[config.mk]
export PLATFORM = sky130hd
export DESIGN_NAME = atc_trigger_ctrl
export DESIGN_NICKNAME = d
export VERILOG_FILES = /design/src/inc/atc_pkg.sv /design/src/core/atc_trigger_ctrl.sv
export SDC_FILE = /design/constraint.sdc
export NUM_CORES = 1
export LEC_CHECK = 0
export ABC_AREA = 1
export BUFFER_PORTS_ARGS = -buffer_cell sky130_fd_sc_hd__buf_4
export CAP_MARGIN = 20
export CORE_MARGIN = 2
export CORE_UTILIZATION = 45
export CTS_CLUSTER_DIAMETER = 100
export DETAILED_ROUTE_END_ITERATION = 12
export PLACE_DENSITY = 0.69
export SLEW_MARGIN = 5
export SYNTH_ARGS = -nofsm -noshare
export SYNTH_HDL_FRONTEND = slang
export SYNTH_SLANG_ARGS = --single-unit
[constraint.sdc]
create_clock -name CLK_SYS_I -period 4 [get_ports CLK_SYS_I]
set_input_delay 0.4 -clock CLK_SYS_I [delete_from_list [all_inputs] [get_ports CLK_SYS_I]]
set_output_delay 0.4 -clock CLK_SYS_I [all_outputs]
set_load 0.05 [all_outputs]
[src/inc/atc_pkg.sv]
// Constants, register map and carrier types of the acquisition trigger control block.
// Assumes a single 25 MHz system clock and a plain address/strobe register port.
//
// Notes on behaviour
// - Start source selectable: function pins, trigger bus, counter, star line, internals.
// - Digital start source begins acquisition on the selected rising or falling edge.
// - Comparator start source always begins on its first rising edge.
// - Start trigger routed to pins or bus lines goes out as active-high pulse.
// - After reset every function pin is an input until software routes a trigger.
// - Pretriggered capture begins filling the buffer on the start trigger, often software.
// - Posttrigger sample count equals buffer size minus pretrigger count.
// - Reference detection is armed only after the pretrigger samples are captured.
// - A reference condition before the pretrigger count is reached is ignored.
// - With a full buffer the oldest sample is overwritten circularly.
// - After an accepted reference, store posttrigger samples, then stop.
// - Reference source selectable like start; stops on the selected edge.
// - Comparator reference source is recognised on its first rising edge.
// - Reference trigger routable to any function pin or trigger bus line.
// - Sample clock halts while pause is active and resumes when it goes inactive.
// - Pause has programmable active level and a selectable source.
// - Comparator pause source pauses on low or high level as configured.
// - Pause trigger routes out only to trigger bus lines.
// - Pause acts on source level only; edges have no effect.
// - Sample and conversion clocks are ignored until a valid start trigger.
// - End on sample count or reference in finite mode, stop command in continuous.
// - Without a trigger source, the software command acts as the start event.
package atc_pkg;

  // Register byte offsets.
  localparam logic [7:0] ATC_REG_CTRL    = 8'h00;
  localparam logic [7:0] ATC_REG_START   = 8'h04;
  localparam logic [7:0] ATC_REG_REF     = 8'h08;
  localparam logic [7:0] ATC_REG_PAUSE   = 8'h0C;
  localparam logic [7:0] ATC_REG_BUFSZ   = 8'h10;
  localparam logic [7:0] ATC_REG_PRETRIG = 8'h14;
  localparam logic [7:0] ATC_REG_DIV     = 8'h18;
  localparam logic [7:0] ATC_REG_FPROUTE = 8'h1C;
  localparam logic [7:0] ATC_REG_TBROUTE = 8'h20;
  localparam logic [7:0] ATC_REG_STATUS  = 8'h24;
  localparam logic [7:0] ATC_REG_WRPTR   = 8'h28;

  // Control register bit positions.
  localparam int ATC_CTL_ARM    = 0;
  localparam int ATC_CTL_STOP   = 1;
  localparam int ATC_CTL_FINITE = 2;
  localparam int ATC_CTL_REFEN  = 3;
  localparam int ATC_CTL_PSEN   = 4;

  // Trigger source register fields.
  localparam int ATC_SRC_LSB = 0;
  localparam int ATC_SRC_INV = 8;

  // Source codes.
  localparam logic [4:0] ATC_SRC_FP0  = 5'h00;
  localparam logic [4:0] ATC_SRC_TB0  = 5'h10;
  localparam logic [4:0] ATC_SRC_CTR  = 5'h18;
  localparam logic [4:0] ATC_SRC_STAR = 5'h19;
  localparam logic [4:0] ATC_SRC_CMP  = 5'h1A;
  localparam logic [4:0] ATC_SRC_SW   = 5'h1B;
  localparam int         ATC_NSRC     = 27;

  // Widths and reset values.
  localparam int          ATC_NFP       = 16;
  localparam int          ATC_NTB       = 8;
  localparam int          ATC_CW        = 16;
  localparam logic [15:0] ATC_BUFSZ_RST = 16'h0010;
  localparam logic [15:0] ATC_PRE_RST   = 16'h0004;
  localparam logic [15:0] ATC_DIV_RST   = 16'h0018;

  // One trigger's source and polarity.
  typedef struct packed {
    logic       inv;
    logic [4:0] src;
  } atc_trig_cfg_t;

  // Synchronised trigger inputs.
  typedef struct packed {
    logic                cmp;
    logic                star;
    logic                ctr;
    logic [ATC_NTB-1:0]  tb;
    logic [ATC_NFP-1:0]  fp;
  } atc_inputs_t;

endpackage

[src/core/atc_trigger_ctrl.sv]
// Acquisition trigger control: start, reference and pause triggers, sample pacing,
// circular buffer addressing and trigger routing back to pins.
// Assumes inputs may be asynchronous and a register master that never waits.
//
// Decided for this implementation: the address-and-strobe port and the register addresses.
`timescale 1ns/100ps
module atc_trigger_ctrl
  import atc_pkg::*;
(
  input  wire logic                CLK_SYS_I,
  input  wire logic                NRST_I,
  input  wire logic [7:0]          ADDR_I,
  input  wire logic [31:0]         WDATA_I,
  input  wire logic                WR_I,
  input  wire logic                RD_I,
  output logic      [31:0]         RDATA_O,
  input  wire logic [ATC_NFP-1:0]  FP_I,
  input  wire logic [ATC_NTB-1:0]  TB_I,
  input  wire logic                CTR_I,
  input  wire logic                STAR_I,
  input  wire logic                CMP_I,
  output logic      [ATC_NFP-1:0]  FP_O,
  output logic      [ATC_NFP-1:0]  FP_OE_O,
  output logic      [ATC_NTB-1:0]  TB_O,
  output logic      [ATC_NTB-1:0]  TB_OE_O,
  output logic                     SMP_STB_O,
  output logic      [ATC_CW-1:0]   SMP_ADDR_O,
  output logic                     RUN_O,
  output logic                     DONE_O
);

  typedef enum logic [2:0] {ST_IDLE, ST_ARMED, ST_ACQ, ST_POST, ST_DONE} atc_state_t;

  // Picks one synchronised input by source code; codes past the table read low.
  function automatic logic atc_pick(input logic [4:0] sel, input atc_inputs_t v);
    logic [ATC_NSRC-1:0] flat;
    flat = v;
    atc_pick = (int'(sel) < ATC_NSRC) ? flat[sel] : 1'b0;
  endfunction

  atc_state_t          state_r;
  atc_trig_cfg_t       start_cfg_r;
  atc_trig_cfg_t       ref_cfg_r;
  atc_trig_cfg_t       pause_cfg_r;
  logic                finite_r;
  logic                ref_en_r;
  logic                pause_en_r;
  logic [ATC_CW-1:0]   bufsz_r;
  logic [ATC_CW-1:0]   pretrig_r;
  logic [ATC_CW-1:0]   div_r;
  logic [31:0]         fp_route_r;
  logic [23:0]         tb_route_r;
  atc_inputs_t         sync1_r;
  atc_inputs_t         sync2_r;
  logic                start_prev_r;
  logic                ref_prev_r;
  logic [ATC_CW-1:0]   div_cnt_r;
  logic [ATC_CW-1:0]   wr_ptr_r;
  logic [ATC_CW-1:0]   pre_cnt_r;
  logic [ATC_CW-1:0]   post_cnt_r;
  logic [ATC_CW-1:0]   smp_cnt_r;
  logic                paused_r;
  logic                arm_cmd;
  logic                stop_cmd;
  logic                start_lvl;
  logic                ref_lvl;
  logic                start_evt;
  logic                ref_evt;
  logic                ref_armed;
  logic                running;
  logic                smp_tick;
  logic                start_acc;
  logic                ref_acc;
  logic [ATC_CW-1:0]   post_target;

  // Command pulses from control register writes.
  assign arm_cmd  = WR_I && (ADDR_I == ATC_REG_CTRL) && WDATA_I[ATC_CTL_ARM];
  assign stop_cmd = WR_I && (ADDR_I == ATC_REG_CTRL) && WDATA_I[ATC_CTL_STOP];

  // Configuration registers; trigger pins all start as inputs.
  always_ff @(posedge CLK_SYS_I or negedge NRST_I) begin
    if (!NRST_I) begin
      start_cfg_r <= '{inv: 1'b0, src: ATC_SRC_SW};
      ref_cfg_r   <= '{inv: 1'b0, src: ATC_SRC_FP0};
      pause_cfg_r <= '{inv: 1'b0, src: ATC_SRC_FP0};
      finite_r    <= 1'b1;
      ref_en_r    <= 1'b0;
      pause_en_r  <= 1'b0;
      bufsz_r     <= ATC_BUFSZ_RST;
      pretrig_r   <= ATC_PRE_RST;
      div_r       <= ATC_DIV_RST;
      fp_route_r  <= 32'h0000_0000;
      tb_route_r  <= 24'h00_0000;
    end else if (WR_I) begin
      case (ADDR_I)
        ATC_REG_CTRL: begin
          finite_r   <= WDATA_I[ATC_CTL_FINITE];
          ref_en_r   <= WDATA_I[ATC_CTL_REFEN];
          pause_en_r <= WDATA_I[ATC_CTL_PSEN];
        end
        ATC_REG_START:   start_cfg_r <= '{inv: WDATA_I[ATC_SRC_INV], src: WDATA_I[ATC_SRC_LSB +: 5]};
        ATC_REG_REF:     ref_cfg_r   <= '{inv: WDATA_I[ATC_SRC_INV], src: WDATA_I[ATC_SRC_LSB +: 5]};
        ATC_REG_PAUSE:   pause_cfg_r <= '{inv: WDATA_I[ATC_SRC_INV], src: WDATA_I[ATC_SRC_LSB +: 5]};
        ATC_REG_BUFSZ:   bufsz_r     <= WDATA_I[ATC_CW-1:0];
        ATC_REG_PRETRIG: pretrig_r   <= WDATA_I[ATC_CW-1:0];
        ATC_REG_DIV:     div_r       <= WDATA_I[ATC_CW-1:0];
        ATC_REG_FPROUTE: fp_route_r  <= WDATA_I;
        ATC_REG_TBROUTE: tb_route_r  <= WDATA_I[23:0];
        default: begin
        end
      endcase
    end
  end

  // Two-stage synchroniser on every external trigger input.
  always_ff @(posedge CLK_SYS_I or negedge NRST_I) begin
    if (!NRST_I) begin
      sync1_r <= '0;
      sync2_r <= '0;
    end else begin
      sync1_r <= '{cmp: CMP_I, star: STAR_I, ctr: CTR_I, tb: TB_I, fp: FP_I};
      sync2_r <= sync1_r;
    end
  end

  // Selected trigger levels; the comparator ignores the edge choice.
  assign start_lvl = atc_pick(start_cfg_r.src, sync2_r);
  assign ref_lvl   = atc_pick(ref_cfg_r.src, sync2_r);

  // Previous selected levels for edge detection.
  always_ff @(posedge CLK_SYS_I or negedge NRST_I) begin
    if (!NRST_I) begin
      start_prev_r <= 1'b0;
      ref_prev_r   <= 1'b0;
    end else begin
      start_prev_r <= start_lvl;
      ref_prev_r   <= ref_lvl;
    end
  end

  // Start event: software code starts at once, comparator on rise, else selected edge.
  always_comb begin
    if (start_cfg_r.src == ATC_SRC_SW) begin
      start_evt = 1'b1;
    end else if (start_cfg_r.src == ATC_SRC_CMP) begin
      start_evt = start_lvl && !start_prev_r;
    end else if (start_cfg_r.inv) begin
      start_evt = !start_lvl && start_prev_r;
    end else begin
      start_evt = start_lvl && !start_prev_r;
    end
  end

  // Reference event on the selected edge, comparator always on its rise.
  always_comb begin
    if (ref_cfg_r.src == ATC_SRC_CMP) begin
      ref_evt = ref_lvl && !ref_prev_r;
    end else if (ref_cfg_r.inv) begin
      ref_evt = !ref_lvl && ref_prev_r;
    end else begin
      ref_evt = ref_lvl && !ref_prev_r;
    end
  end

  // Pause follows the source level only, with programmable active level.
  always_ff @(posedge CLK_SYS_I or negedge NRST_I) begin
    if (!NRST_I) begin
      paused_r <= 1'b0;
    end else begin
      paused_r <= pause_en_r && (atc_pick(pause_cfg_r.src, sync2_r) ^ pause_cfg_r.inv);
    end
  end

  assign running     = (state_r == ST_ACQ) || (state_r == ST_POST);
  assign post_target = bufsz_r - pretrig_r;
  assign ref_armed   = (pre_cnt_r >= pretrig_r);
  assign start_acc   = (state_r == ST_ARMED) && start_evt && !stop_cmd;
  assign ref_acc     = (state_r == ST_ACQ) && finite_r && ref_en_r && ref_evt && ref_armed && !stop_cmd;

  // Sample clock divider: stands still outside an acquisition and while paused.
  always_ff @(posedge CLK_SYS_I or negedge NRST_I) begin
    if (!NRST_I) begin
      div_cnt_r <= 16'h0000;
    end else if (!running) begin
      div_cnt_r <= 16'h0000;
    end else if (!paused_r) begin
      div_cnt_r <= (div_cnt_r >= div_r) ? 16'h0000 : div_cnt_r + 16'h0001;
    end
  end

  assign smp_tick = running && !paused_r && (div_cnt_r >= div_r);

  // Acquisition sequencer.
  always_ff @(posedge CLK_SYS_I or negedge NRST_I) begin
    if (!NRST_I) begin
      state_r <= ST_IDLE;
    end else if (stop_cmd) begin
      state_r <= ST_IDLE;
    end else begin
      case (state_r)
        ST_IDLE, ST_DONE: begin
          if (arm_cmd) begin
            state_r <= ST_ARMED;
          end
        end
        ST_ARMED: begin
          if (start_acc) begin
            state_r <= ST_ACQ;
          end
        end
        ST_ACQ: begin
          if (ref_acc) begin
            state_r <= ST_POST;
          end else if (finite_r && !ref_en_r && smp_tick && (smp_cnt_r + 16'h0001 >= bufsz_r)) begin
            state_r <= ST_DONE;
          end
        end
        ST_POST: begin
          if (smp_tick && (post_cnt_r + 16'h0001 >= post_target)) begin
            state_r <= ST_DONE;
          end
        end
        default: state_r <= ST_IDLE;
      endcase
    end
  end

  // Buffer pointer and sample counters.
  always_ff @(posedge CLK_SYS_I or negedge NRST_I) begin
    if (!NRST_I) begin
      wr_ptr_r   <= 16'h0000;
      pre_cnt_r  <= 16'h0000;
      post_cnt_r <= 16'h0000;
      smp_cnt_r  <= 16'h0000;
    end else if (start_acc) begin
      wr_ptr_r   <= 16'h0000;
      pre_cnt_r  <= 16'h0000;
      post_cnt_r <= 16'h0000;
      smp_cnt_r  <= 16'h0000;
    end else if (smp_tick) begin
      wr_ptr_r  <= (wr_ptr_r + 16'h0001 >= bufsz_r) ? 16'h0000 : wr_ptr_r + 16'h0001;
      smp_cnt_r <= smp_cnt_r + 16'h0001;
      if (state_r == ST_ACQ && !ref_armed) begin
        pre_cnt_r <= pre_cnt_r + 16'h0001;
      end
      if (state_r == ST_POST) begin
        post_cnt_r <= post_cnt_r + 16'h0001;
      end
    end
  end

  // Sample strobe, buffer address and run flags.
  always_ff @(posedge CLK_SYS_I or negedge NRST_I) begin
    if (!NRST_I) begin
      SMP_STB_O  <= 1'b0;
      SMP_ADDR_O <= 16'h0000;
      RUN_O      <= 1'b0;
      DONE_O     <= 1'b0;
    end else begin
      SMP_STB_O  <= smp_tick;
      SMP_ADDR_O <= wr_ptr_r;
      RUN_O      <= running;
      DONE_O     <= (state_r == ST_DONE);
    end
  end

  // Trigger routing: start and reference pulse out, pause level to bus lines only.
  always_ff @(posedge CLK_SYS_I or negedge NRST_I) begin
    if (!NRST_I) begin
      FP_O    <= 16'h0000;
      FP_OE_O <= 16'h0000;
      TB_O    <= 8'h00;
      TB_OE_O <= 8'h00;
    end else begin
      FP_O    <= ({ATC_NFP{start_acc}} & fp_route_r[15:0]) | ({ATC_NFP{ref_acc}} & fp_route_r[31:16]);
      FP_OE_O <= fp_route_r[15:0] | fp_route_r[31:16];
      TB_O    <= ({ATC_NTB{start_acc}} & tb_route_r[7:0]) | ({ATC_NTB{ref_acc}} & tb_route_r[15:8])
               | ({ATC_NTB{paused_r}} & tb_route_r[23:16]);
      TB_OE_O <= tb_route_r[7:0] | tb_route_r[15:8] | tb_route_r[23:16];
    end
  end

  // Read data one cycle after the read strobe; unmapped offsets read zero.
  always_ff @(posedge CLK_SYS_I or negedge NRST_I) begin
    if (!NRST_I) begin
      RDATA_O <= 32'h0000_0000;
    end else if (RD_I) begin
      case (ADDR_I)
        ATC_REG_CTRL:    RDATA_O <= {27'h0, pause_en_r, ref_en_r, finite_r, 2'b00};
        ATC_REG_START:   RDATA_O <= {23'h0, start_cfg_r.inv, 3'b000, start_cfg_r.src};
        ATC_REG_REF:     RDATA_O <= {23'h0, ref_cfg_r.inv, 3'b000, ref_cfg_r.src};
        ATC_REG_PAUSE:   RDATA_O <= {23'h0, pause_cfg_r.inv, 3'b000, pause_cfg_r.src};
        ATC_REG_BUFSZ:   RDATA_O <= {16'h0, bufsz_r};
        ATC_REG_PRETRIG: RDATA_O <= {16'h0, pretrig_r};
        ATC_REG_DIV:     RDATA_O <= {16'h0, div_r};
        ATC_REG_FPROUTE: RDATA_O <= fp_route_r;
        ATC_REG_TBROUTE: RDATA_O <= {8'h0, tb_route_r};
        ATC_REG_STATUS:  RDATA_O <= {26'h0, paused_r, ref_armed, state_r == ST_DONE, state_r == ST_POST,
                                     running, state_r == ST_ARMED};
        ATC_REG_WRPTR:   RDATA_O <= {post_cnt_r, wr_ptr_r};
        default:         RDATA_O <= 32'h0000_0000;
      endcase
    end else begin
      RDATA_O <= 32'h0000_0000;
    end
  end

  // Checks kept beside the logic.
  property p_arm_hold;
    @(posedge CLK_SYS_I) disable iff (!NRST_I)
    (state_r == ST_ARMED && !start_evt && !stop_cmd) |=> (state_r == ST_ARMED);
  endproperty
  a_arm_hold: assert property (p_arm_hold) else $error("Left armed state without a start event.");

  property p_cmp_start_rise;
    @(posedge CLK_SYS_I) disable iff (!NRST_I)
    (state_r == ST_ARMED && start_cfg_r.src == ATC_SRC_CMP && !stop_cmd && sync2_r.cmp && !$past(sync2_r.cmp))
      |=> (state_r == ST_ACQ);
  endproperty
  a_cmp_start_rise: assert property (p_cmp_start_rise) else $error("Comparator rise did not start.");

  property p_no_tick_idle;
    @(posedge CLK_SYS_I) disable iff (!NRST_I)
    !running |-> ##1 !SMP_STB_O;
  endproperty
  a_no_tick_idle: assert property (p_no_tick_idle) else $error("Sample strobe outside acquisition.");

  property p_pause_gate;
    @(posedge CLK_SYS_I) disable iff (!NRST_I)
    paused_r [*2] |-> ##1 !SMP_STB_O;
  endproperty
  a_pause_gate: assert property (p_pause_gate) else $error("Sample strobe while paused.");

  property p_ref_ignored;
    @(posedge CLK_SYS_I) disable iff (!NRST_I)
    (state_r == ST_ACQ && ref_evt && !ref_armed && !stop_cmd) |=> (state_r != ST_POST);
  endproperty
  a_ref_ignored: assert property (p_ref_ignored) else $error("Early reference was accepted.");

  property p_ref_accept;
    @(posedge CLK_SYS_I) disable iff (!NRST_I)
    (state_r == ST_ACQ && finite_r && ref_en_r && ref_evt && (pre_cnt_r >= pretrig_r) && !stop_cmd)
      |=> (state_r == ST_POST) && (post_cnt_r == 16'h0000);
  endproperty
  a_ref_accept: assert property (p_ref_accept) else $error("Armed reference not accepted.");

  property p_post_end;
    @(posedge CLK_SYS_I) disable iff (!NRST_I)
    (state_r == ST_POST && smp_tick && !stop_cmd && post_cnt_r == bufsz_r - pretrig_r - 16'h0001)
      |=> (state_r == ST_DONE) ##1 DONE_O;
  endproperty
  a_post_end: assert property (p_post_end) else $error("Capture did not stop after posttrigger count.");

  property p_wrap;
    @(posedge CLK_SYS_I) disable iff (!NRST_I)
    (smp_tick && !start_acc && wr_ptr_r == bufsz_r - 16'h0001) |=> (wr_ptr_r == 16'h0000) ##1 (SMP_ADDR_O == 16'h0000);
  endproperty
  a_wrap: assert property (p_wrap) else $error("Write pointer did not wrap.");

  property p_start_pulse;
    @(posedge CLK_SYS_I) disable iff (!NRST_I)
    start_acc |=> ((FP_O & $past(fp_route_r[15:0])) == $past(fp_route_r[15:0]));
  endproperty
  a_start_pulse: assert property (p_start_pulse) else $error("Start pulse missing on routed pins.");

  property p_pins_input;
    @(posedge CLK_SYS_I) disable iff (!NRST_I)
    (fp_route_r == 32'h0000_0000) |=> (FP_OE_O == 16'h0000);
  endproperty
  a_pins_input: assert property (p_pins_input) else $error("Function pin driven without routing.");

endmodule

# [After elaboration in Yosys (flattened, before gate mapping)]
# Cells that the tools add are included.
[classes] addsub=6 eq_ne=22 n_bitwise=12 muxes=37 n_reduce_logical=49 n_lt_le_gt_ge=11
[ops] cell="32-bit one-hot mux with 11 select lines" count=1
[ops] cell="16-bit 2-to-1 mux" count=14
[ops] cell="16-bit by 1-bit adder with 16-bit output, second input constant" count=5
[ops] cell="16-bit >= comparator" count=5
[ops] cell="16-bit bitwise AND" count=2
[ops] cell="8-bit by 5-bit equality test with 1-bit output, second input constant" count=4
[ops] cell="32-bit 2-to-1 mux" count=1
[ops] cell="16-bit bitwise OR" count=2
[ops] cell="8-bit bitwise OR" count=4
[ops] cell="8-bit bitwise AND" count=3
[ops] cell="8-bit by 6-bit equality test with 1-bit output, second input constant" count=3
[ops] cell="1-bit logical AND" count=22
[ops] cell="2-bit AND reduction" count=11
[ops] cell="5-bit by 6-bit less-than comparator with 1-bit output, second input constant" count=3
[ops] cell="3-bit 2-to-1 mux" count=6
[ops] cell="8-bit by 4-bit equality test with 1-bit output, second input constant" count=2
[ops] cell="16-bit subtractor" count=1
[ops] cell="1-bit binary-select mux with 5-bit select" count=3
[ops] cell="5-bit equality test, second input constant" count=3
[ops] cell="5-bit less-than comparator, second input constant" count=3
[ops] cell="3-bit one-hot mux with 4 select lines" count=1
[ops] cell="1-bit 2-to-1 mux" count=11
[ops] cell="3-bit != test, second input constant" count=3
[ops] cell="8-bit by 3-bit equality test with 1-bit output, second input constant" count=1
[ops] cell="13 further kinds" count=23
[totals] out_inout_bits=99 wordCells=179 register_bits=364

# [Logic depth before layout (Yosys ltp)]
[logic_depth] word_depth=13 mapped_depth=23

# [Least setup slack after synthesis]
# Ideal clock, no wire load.
[synth_timing] path_type="register to register" start="register bufsz_r[0]" end="register state_r[0]" path_buffers=0 t_arrival_ns=3.205 synth_period_minus_slack_ns=3.323 setup_slack_ns=0.677 setup_time_ns=0.118 stages_incl_launch_ff=24 cell_sequence="dfrtp_1 -> inv_1 -> ha_1 -> inv_1 -> fa_1 -> nand3_1 -> nand2_1 -> nand2_1 -> nand2_1 -> a21oi_1 -> o21ai_0 -> a21boi_0 -> o21ai_0 -> xor2_1 -> ha_1 -> nand3_1 -> nor3_1 -> nand3_1 -> nand3_1 -> nand2_1 -> nand3_1 -> nand3_1 -> nand2_1 -> nand2_1"
[synth_between] elab_chain_len=5
[synth_lines] element="from (decl)" line="atc_trigger_ctrl.sv:48" text="logic [ATC_CW-1:0] bufsz_r;"
[synth_lines] element="from (signal assigned)" line="atc_trigger_ctrl.sv:104" text="ATC_REG_BUFSZ: bufsz_r <= WDATA_I[ATC_CW-1:0];"
[synth_lines] element="16-bit subtractor" line="atc_trigger_ctrl.sv:175" text="assign post_target = bufsz_r - pretrig_r;"
[synth_lines] element="16-bit >= comparator" line="atc_trigger_ctrl.sv:219" text="if (smp_tick && (post_cnt_r + 16'h0001 >= post_target)) begin"
[synth_lines] element="1-bit logical AND" line="atc_trigger_ctrl.sv:219"
[synth_lines] element="3-bit != test (no source line)"
[synth_lines] element="4-bit AND reduction (no source line) *"
[synth_lines] element="to (signal assigned)" line="atc_trigger_ctrl.sv:215" text="state_r <= ST_DONE;"
[synth_lines] element="to (signal assigned)" line="atc_trigger_ctrl.sv:220" text="state_r <= ST_DONE;"
[synth_lines] element="to (signal assigned)" line="atc_trigger_ctrl.sv:223" text="default: state_r <= ST_IDLE;"
[synth_lines] element="to (decl)" line="atc_trigger_ctrl.sv:41" text="atc_state_t state_r;"
# Every way passes the cells marked *; elsewhere a longest branch is shown, timed or not.
# A chain may end at the register's enable or synchronous reset.

# [Worst setup path after layout]
[layout_timing] start="register bufsz_r[0]" end="register state_r[2]"
# Same word-level chain as after synthesis.

==> flow_results.xml <==
<?xml version="1.0" encoding="UTF-8"?>
<metrics>
  <group name="status">
    <metric name="status" unit="">finished clean</metric>
  </group>
  <group name="synth">
    <metric name="number_of_synthesized_flops_with_an_enable_pin" unit="">0</metric>
    <metric name="synth_seq_cells" unit="">364</metric>
    <metric name="synthTopCellsByArea" unit="">sky130_fd_sc_hd__dfrtp_1 48%, sky130_fd_sc_hd__nand2_1 8.9%, sky130_fd_sc_hd__inv_1 6.9%</metric>
    <metric name="ys.flop_type" unit="">sky130_fd_sc_hd__dfrtp_1</metric>
    <metric name="post-synth-top-area-cell" unit="">sky130_fd_sc_hd__dfrtp_1</metric>
    <metric name="post-synth-top-area-fraction" unit="%">48.5</metric>
    <metric name="yosysWarnings" unit="">0</metric>
    <metric name="async_flop_share" unit="%">100</metric>
    <metric name="postSynthNetCount" unit="">2326</metric>
    <metric name="postSynthCellCount" unit="">2154</metric>
    <metric name="seq_area_frac_synth" unit="%">49.7</metric>
    <metric name="netlist_area" unit="sq um">18300</metric>
    <metric name="syn_avg_cell_area" unit="sq um">8.51</metric>
    <metric name="synth_cell_type_count" unit="">51</metric>
  </group>
  <group name="clock_tree">
    <metric name="cts-buffers-inserted" unit="">40</metric>
    <metric name="cts_htree_levels" unit="">2</metric>
    <metric name="clk_root_buffer_cell" unit="">sky130_fd_sc_hd__clkbuf_16</metric>
    <metric name="clkTransAtPathRegs" unit="ps">70</metric>
    <metric name="clock_latency" unit="ps">590</metric>
    <metric name="number_of_sinks_driven_by_the_clock_tree" unit="">364</metric>
    <metric name="cts_tree" unit="">yes</metric>
    <metric name="clock_path_buffers" unit="">3</metric>
  </group>
  <group name="grt">
    <metric name="gr-usage-met2" unit="%">45.2</metric>
    <metric name="initial_antenna_violation_count" unit="">2</metric>
    <metric name="grt_overflow_total" unit="">0</metric>
    <metric name="met3_usage" unit="%">3.96</metric>
    <metric name="maximum_number_of_pins_on_one_net_before_global_route_repair" unit="">114</metric>
    <metric name="grtUsageMet1" unit="%">36.0</metric>
    <metric name="grt.total_usage" unit="%">27.6</metric>
    <metric name="top_usage_layer" unit="">met2</metric>
    <metric name="vias_in_the_first_global_route" unit="">15600</metric>
    <metric name="grt_pass1_wl" unit="um">88300</metric>
  </group>
  <group name="routing">
    <metric name="vias_per_cell" unit="">5.47</metric>
    <metric name="drt-initial-drc-count" unit="">1410</metric>
    <metric name="detail_route.drc_violations" unit="">0</metric>
    <metric name="routed_wirelength" unit="um">57700</metric>
    <metric name="dr_total_vias" unit="">16000</metric>
    <metric name="number_of_detailed_route_iterations_in_the_first_pass" unit="">7</metric>
    <metric name="number_of_nets_with_antenna_violations_after_detailed_routing" unit="">0</metric>
    <metric name="drt-wirelength-per-cell" unit="um">19.8</metric>
  </group>
  <group name="pwr">
    <metric name="net-switching-power" unit="mW">3.47</metric>
    <metric name="sequentialPowerShare" unit="%">40.6</metric>
    <metric name="cell_internal_pwr" unit="mW">6.83</metric>
    <metric name="fraction_of_power_spent_switching_nets" unit="%">33.7</metric>
    <metric name="pwr-share-clk" unit="%">35.9</metric>
    <metric name="vdd_drop_max" unit="mV">0.363</metric>
    <metric name="power_per_cell_area" unit="nW/um^2">471</metric>
    <metric name="cellLeakagePower" unit="nW">10.8</metric>
    <metric name="share_comb_of_total_power" unit="%">23.5</metric>
  </group>
  <group name="setup_path">
    <metric name="cp_cell_sequence" unit="">inv_1 &gt; ha_1 &gt; inv_1 &gt; fa_1 &gt; nand3_1 &gt; nand2_1 &gt; nand2_1 &gt; nand2_1 &gt; a21oi_4 &gt; o21ai_1 &gt; a21boi_1 &gt; o21ai_0 &gt; xor2_1 &gt; ha_1 &gt; nand3_1 &gt; nor3_2 &gt; nand3_1 &gt; nand3_2 &gt; nand2_1 &gt; nand3_1 &gt; nand3_1 &gt; nand2_1 &gt; nand2_1</metric>
    <metric name="worstPathArrival" unit="ps">4070</metric>
    <metric name="end_kind" unit="">register</metric>
    <metric name="rrSetupSlack" unit="ps">370</metric>
    <metric name="timing.critical_path.depth" unit="">23</metric>
    <metric name="r2r-start" unit="">bufsz_r[0]</metric>
    <metric name="cpPeakStageDelay" unit="ps">400</metric>
    <metric name="r2r.worst_path.cells" unit="">23</metric>
    <metric name="startpoint" unit="">bufsz_r[0]</metric>
    <metric name="r2r_end" unit="">state_r[2]</metric>
    <metric name="cpMostUsedCell" unit="">sky130_fd_sc_hd__nand2_1</metric>
    <metric name="worst_ep_required_time" unit="ps">4450</metric>
    <metric name="buffering_stage_count_on_the_worst_path_with_inverters_included" unit="">2</metric>
    <metric name="timing.critical_path.max_delay_family" unit="">simple AND/OR/NAND/NOR gates</metric>
    <metric name="timing.critical_path.slowest_stage_cell" unit="">sky130_fd_sc_hd__fa_1</metric>
    <metric name="start_kind" unit="">register</metric>
    <metric name="kind_of_critical_path" unit="">register to register</metric>
    <metric name="critPathCapture" unit="">state_r[2]</metric>
    <metric name="critPathMaxFanout" unit="">4</metric>
  </group>
  <group name="timing">
    <metric name="maxSlewHeadroom" unit="%">32.8</metric>
    <metric name="timing_worst_slew_pin_value" unit="ps">1010</metric>
    <metric name="worst_clock_skew" unit="ps">30.5</metric>
    <metric name="timing.fmax" unit="MHz">276</metric>
    <metric name="setup-violations-final" unit="">0</metric>
    <metric name="layout_setup_ws" unit="ps">371</metric>
    <metric name="timing.final.max_slew_violations" unit="">0</metric>
    <metric name="period_share" unit="%">90.7</metric>
    <metric name="period_needed" unit="ps">3630</metric>
    <metric name="final_hold_viol_count" unit="">0</metric>
    <metric name="final.setup.tns" unit="ps">0</metric>
  </group>
  <group name="place">
    <metric name="count_of_buffers_from_port_buffering" unit="">169</metric>
    <metric name="hpwlAfterDp" unit="um">43100</metric>
    <metric name="placed_area" unit="sq um">20200</metric>
    <metric name="place.gp.congestion" unit="">0.974</metric>
    <metric name="dpl.cell_count" unit="">2813</metric>
    <metric name="dp_worst_setup_slack" unit="ps">170</metric>
  </group>
  <group name="layout">
    <metric name="finalNonFillerCells" unit="">2916</metric>
    <metric name="sequential_cell_area" unit="sq um">9120</metric>
    <metric name="num_antenna_cells" unit="">0</metric>
    <metric name="fillerInstances" unit="">3599</metric>
    <metric name="finish.net_count" unit="">2531</metric>
    <metric name="multiInputGateArea" unit="sq um">7620</metric>
    <metric name="layout-drive-gt1-share" unit="%">12.8</metric>
    <metric name="final_cell_area" unit="sq um">21900</metric>
    <metric name="syn_to_final_growth" unit="%">19.3</metric>
  </group>
  <group name="floorplan">
    <metric name="ios" unit="">170</metric>
    <metric name="placement_rows" unit="">73</metric>
    <metric name="initial_utilization" unit="%">45.8</metric>
    <metric name="x_dimension_of_the_die" unit="um">206</metric>
    <metric name="coreArea" unit="sq um">40000</metric>
    <metric name="die-area" unit="sq um">42400</metric>
    <metric name="die-height" unit="um">206</metric>
  </group>
  <group name="worst_hold_path">
    <metric name="timing.hold.worst_path_depth" unit="">3</metric>
    <metric name="worst_hold_path_type" unit="">input port to register</metric>
  </group>
  <group name="job">
    <metric name="drv_cap" unit="">0</metric>
  </group>
</metrics>
sequential cells by signal (all words and copies together), names as in the netlist, 8 cells and up:
name and count:
tb_route_r 24, FP_OE_O 16, sync2_r 27, smp_cnt_r 16, TB_OE_O 8, FP_O 16
SMP_ADDR_O 16, TB_O 8, post_cnt_r 16, div_r 16, bufsz_r 16, RDATA_O 32
pre_cnt_r 16, wr_ptr_r 16, pretrig_r 16, sync1_r 27, div_cnt_r 16, fp_route_r 32
final cells by class:
| cell class | instances | share of cell area (%) |
|---|---|---|
| clock buffers | 51 | 4.95 |
| clock inverters | 23 | 1.07 |
| inverters | 347 | 5.97 |
| multi-input cells | 1378 | 34.8 |
| flip-flops and latches | 364 | 41.7 |
| well taps | 525 | 3.00 |
| repair buffers | 228 | 8.45 |
worst register-to-register path, stage by stage (launching register included):
cell                       delay [ps]
sky130_fd_sc_hd__dfrtp_1          380
sky130_fd_sc_hd__inv_1             60
sky130_fd_sc_hd__ha_1             180
sky130_fd_sc_hd__inv_1             80
sky130_fd_sc_hd__fa_1             400
sky130_fd_sc_hd__nand3_1           90
sky130_fd_sc_hd__nand2_1           90
sky130_fd_sc_hd__nand2_1           70
sky130_fd_sc_hd__nand2_1           90
sky130_fd_sc_hd__a21oi_4          180
sky130_fd_sc_hd__o21ai_1          120
sky130_fd_sc_hd__a21boi_1         230
sky130_fd_sc_hd__o21ai_0          130
sky130_fd_sc_hd__xor2_1           160
sky130_fd_sc_hd__ha_1             290
sky130_fd_sc_hd__nand3_1          110
sky130_fd_sc_hd__nor3_2           170
sky130_fd_sc_hd__nand3_1          120
sky130_fd_sc_hd__nand3_2          110
sky130_fd_sc_hd__nand2_1           60
sky130_fd_sc_hd__nand3_1          150
sky130_fd_sc_hd__nand3_1          130
sky130_fd_sc_hd__nand2_1           80
sky130_fd_sc_hd__nand2_1           50
how the worst min path moves through the flow:
stage / endpoint / from
final: ref_en_r / WDATA_I[3]
after floorplan: DONE_O / NRST_I
after global routing: fp_route_r[29] / WDATA_I[29]
after global placement: sync2_r[6] / sync1_r[6]
after CTS: finite_r / WDATA_I[2]
after detailed placement: sync2_r[20] / sync1_r[20]
stage by stage:
step	utilization, %	power (mW)	hold slack [ps]
after detailed placement	50.6	6.58	335
after CTS	54.6	10.3	44.6
final	54.7	10.3	60.4
after global placement	50.5	6.52	333
after global routing	54.7	10.8	90.9
after floorplan	-	5.76	104
power by group through the flow:
stage,logic [mW],registers (mW),clock network (mW)
after global placement,2.29,4.23,0
final,2.42,4.18,3.70
after detailed placement,2.35,4.24,0
after floorplan,1.40,4.35,0
after CTS,2.38,4.17,3.75
after global routing,2.70,4.21,3.90
logic make-up after synthesis:
logic type | count (synthesis) | share of synthesized area [%]
simple gates | 761 | 17.6
compound gates | 452 | 13.8
buf+inv | 412 | 8.87
flops | 364 | 49.7
fa+ha+maj | 101 | 6.93
xor+xnor | 64 | 3.06
routing by layer:
layer  vias up  routed length [um]
li1       7490                   -
met1      7689               24200
met2       638               26700
met3       137                3890
met4         2                2870
met5         -                  13
cells in the final DEF, fill, tap and decap left out, types with 6 or more instances in the layout:
cell,instances
sky130_fd_sc_hd__clkinv_2,6
sky130_fd_sc_hd__nand2_2,6
sky130_fd_sc_hd__nor2_1,113
sky130_fd_sc_hd__nand2_1,435
sky130_fd_sc_hd__xnor2_1,9
sky130_fd_sc_hd__dfstp_2,9
sky130_fd_sc_hd__dfrtp_1,355
sky130_fd_sc_hd__o22ai_1,82
sky130_fd_sc_hd__clkbuf_16,40
sky130_fd_sc_hd__inv_1,338
sky130_fd_sc_hd__clkbuf_1,7
sky130_fd_sc_hd__a221oi_1,9
sky130_fd_sc_hd__o211ai_1,11
sky130_fd_sc_hd__ha_1,100
sky130_fd_sc_hd__o21ai_0,193
sky130_fd_sc_hd__nor3_1,37
sky130_fd_sc_hd__dlygate4sd3_1,28
sky130_fd_sc_hd__nand3_1,128
sky130_fd_sc_hd__buf_4,195
sky130_fd_sc_hd__nand4_1,16
sky130_fd_sc_hd__a21oi_1,124
sky130_fd_sc_hd__xor2_1,55
cells in the mapped netlist (3+ instances only):
cell / number
sky130_fd_sc_hd__a2111oi_0: 5
sky130_fd_sc_hd__a21oi_1: 125
sky130_fd_sc_hd__a221oi_1: 9
sky130_fd_sc_hd__a31oi_1: 4
sky130_fd_sc_hd__buf_2: 13
sky130_fd_sc_hd__buf_4: 8
sky130_fd_sc_hd__buf_6: 4
sky130_fd_sc_hd__clkbuf_1: 38
sky130_fd_sc_hd__clkinv_1: 4
sky130_fd_sc_hd__dfrtp_1: 355
sky130_fd_sc_hd__dfstp_2: 9
sky130_fd_sc_hd__ha_1: 100
sky130_fd_sc_hd__inv_1: 338
sky130_fd_sc_hd__inv_2: 4
sky130_fd_sc_hd__nand2_1: 437
sky130_fd_sc_hd__nand2_2: 4
sky130_fd_sc_hd__nand3_1: 129
sky130_fd_sc_hd__nand4_1: 16
sky130_fd_sc_hd__nor2_1: 113
sky130_fd_sc_hd__nor2_4: 3
sky130_fd_sc_hd__nor3_1: 38
sky130_fd_sc_hd__nor3_2: 3
sky130_fd_sc_hd__nor4_1: 5
sky130_fd_sc_hd__o2111ai_1: 4
sky130_fd_sc_hd__o211ai_1: 11
sky130_fd_sc_hd__o21ai_0: 194
sky130_fd_sc_hd__o221ai_1: 4
sky130_fd_sc_hd__o22ai_1: 82
sky130_fd_sc_hd__o31ai_1: 5
sky130_fd_sc_hd__xnor2_1: 9
sky130_fd_sc_hd__xor2_1: 55
repair_timing:
| action | CTS | global route |
|---|---|---|
| hold buffers | 28 | 0 |
| setup endpoints to repair | 0 | 4 |
| hold endpoints to repair | 117 | 0 |
| setup buffers | 0 | 1 |
| gates resized for setup | 0 | 8 |
Note: power is estimated with default switching activity, not from simulation.
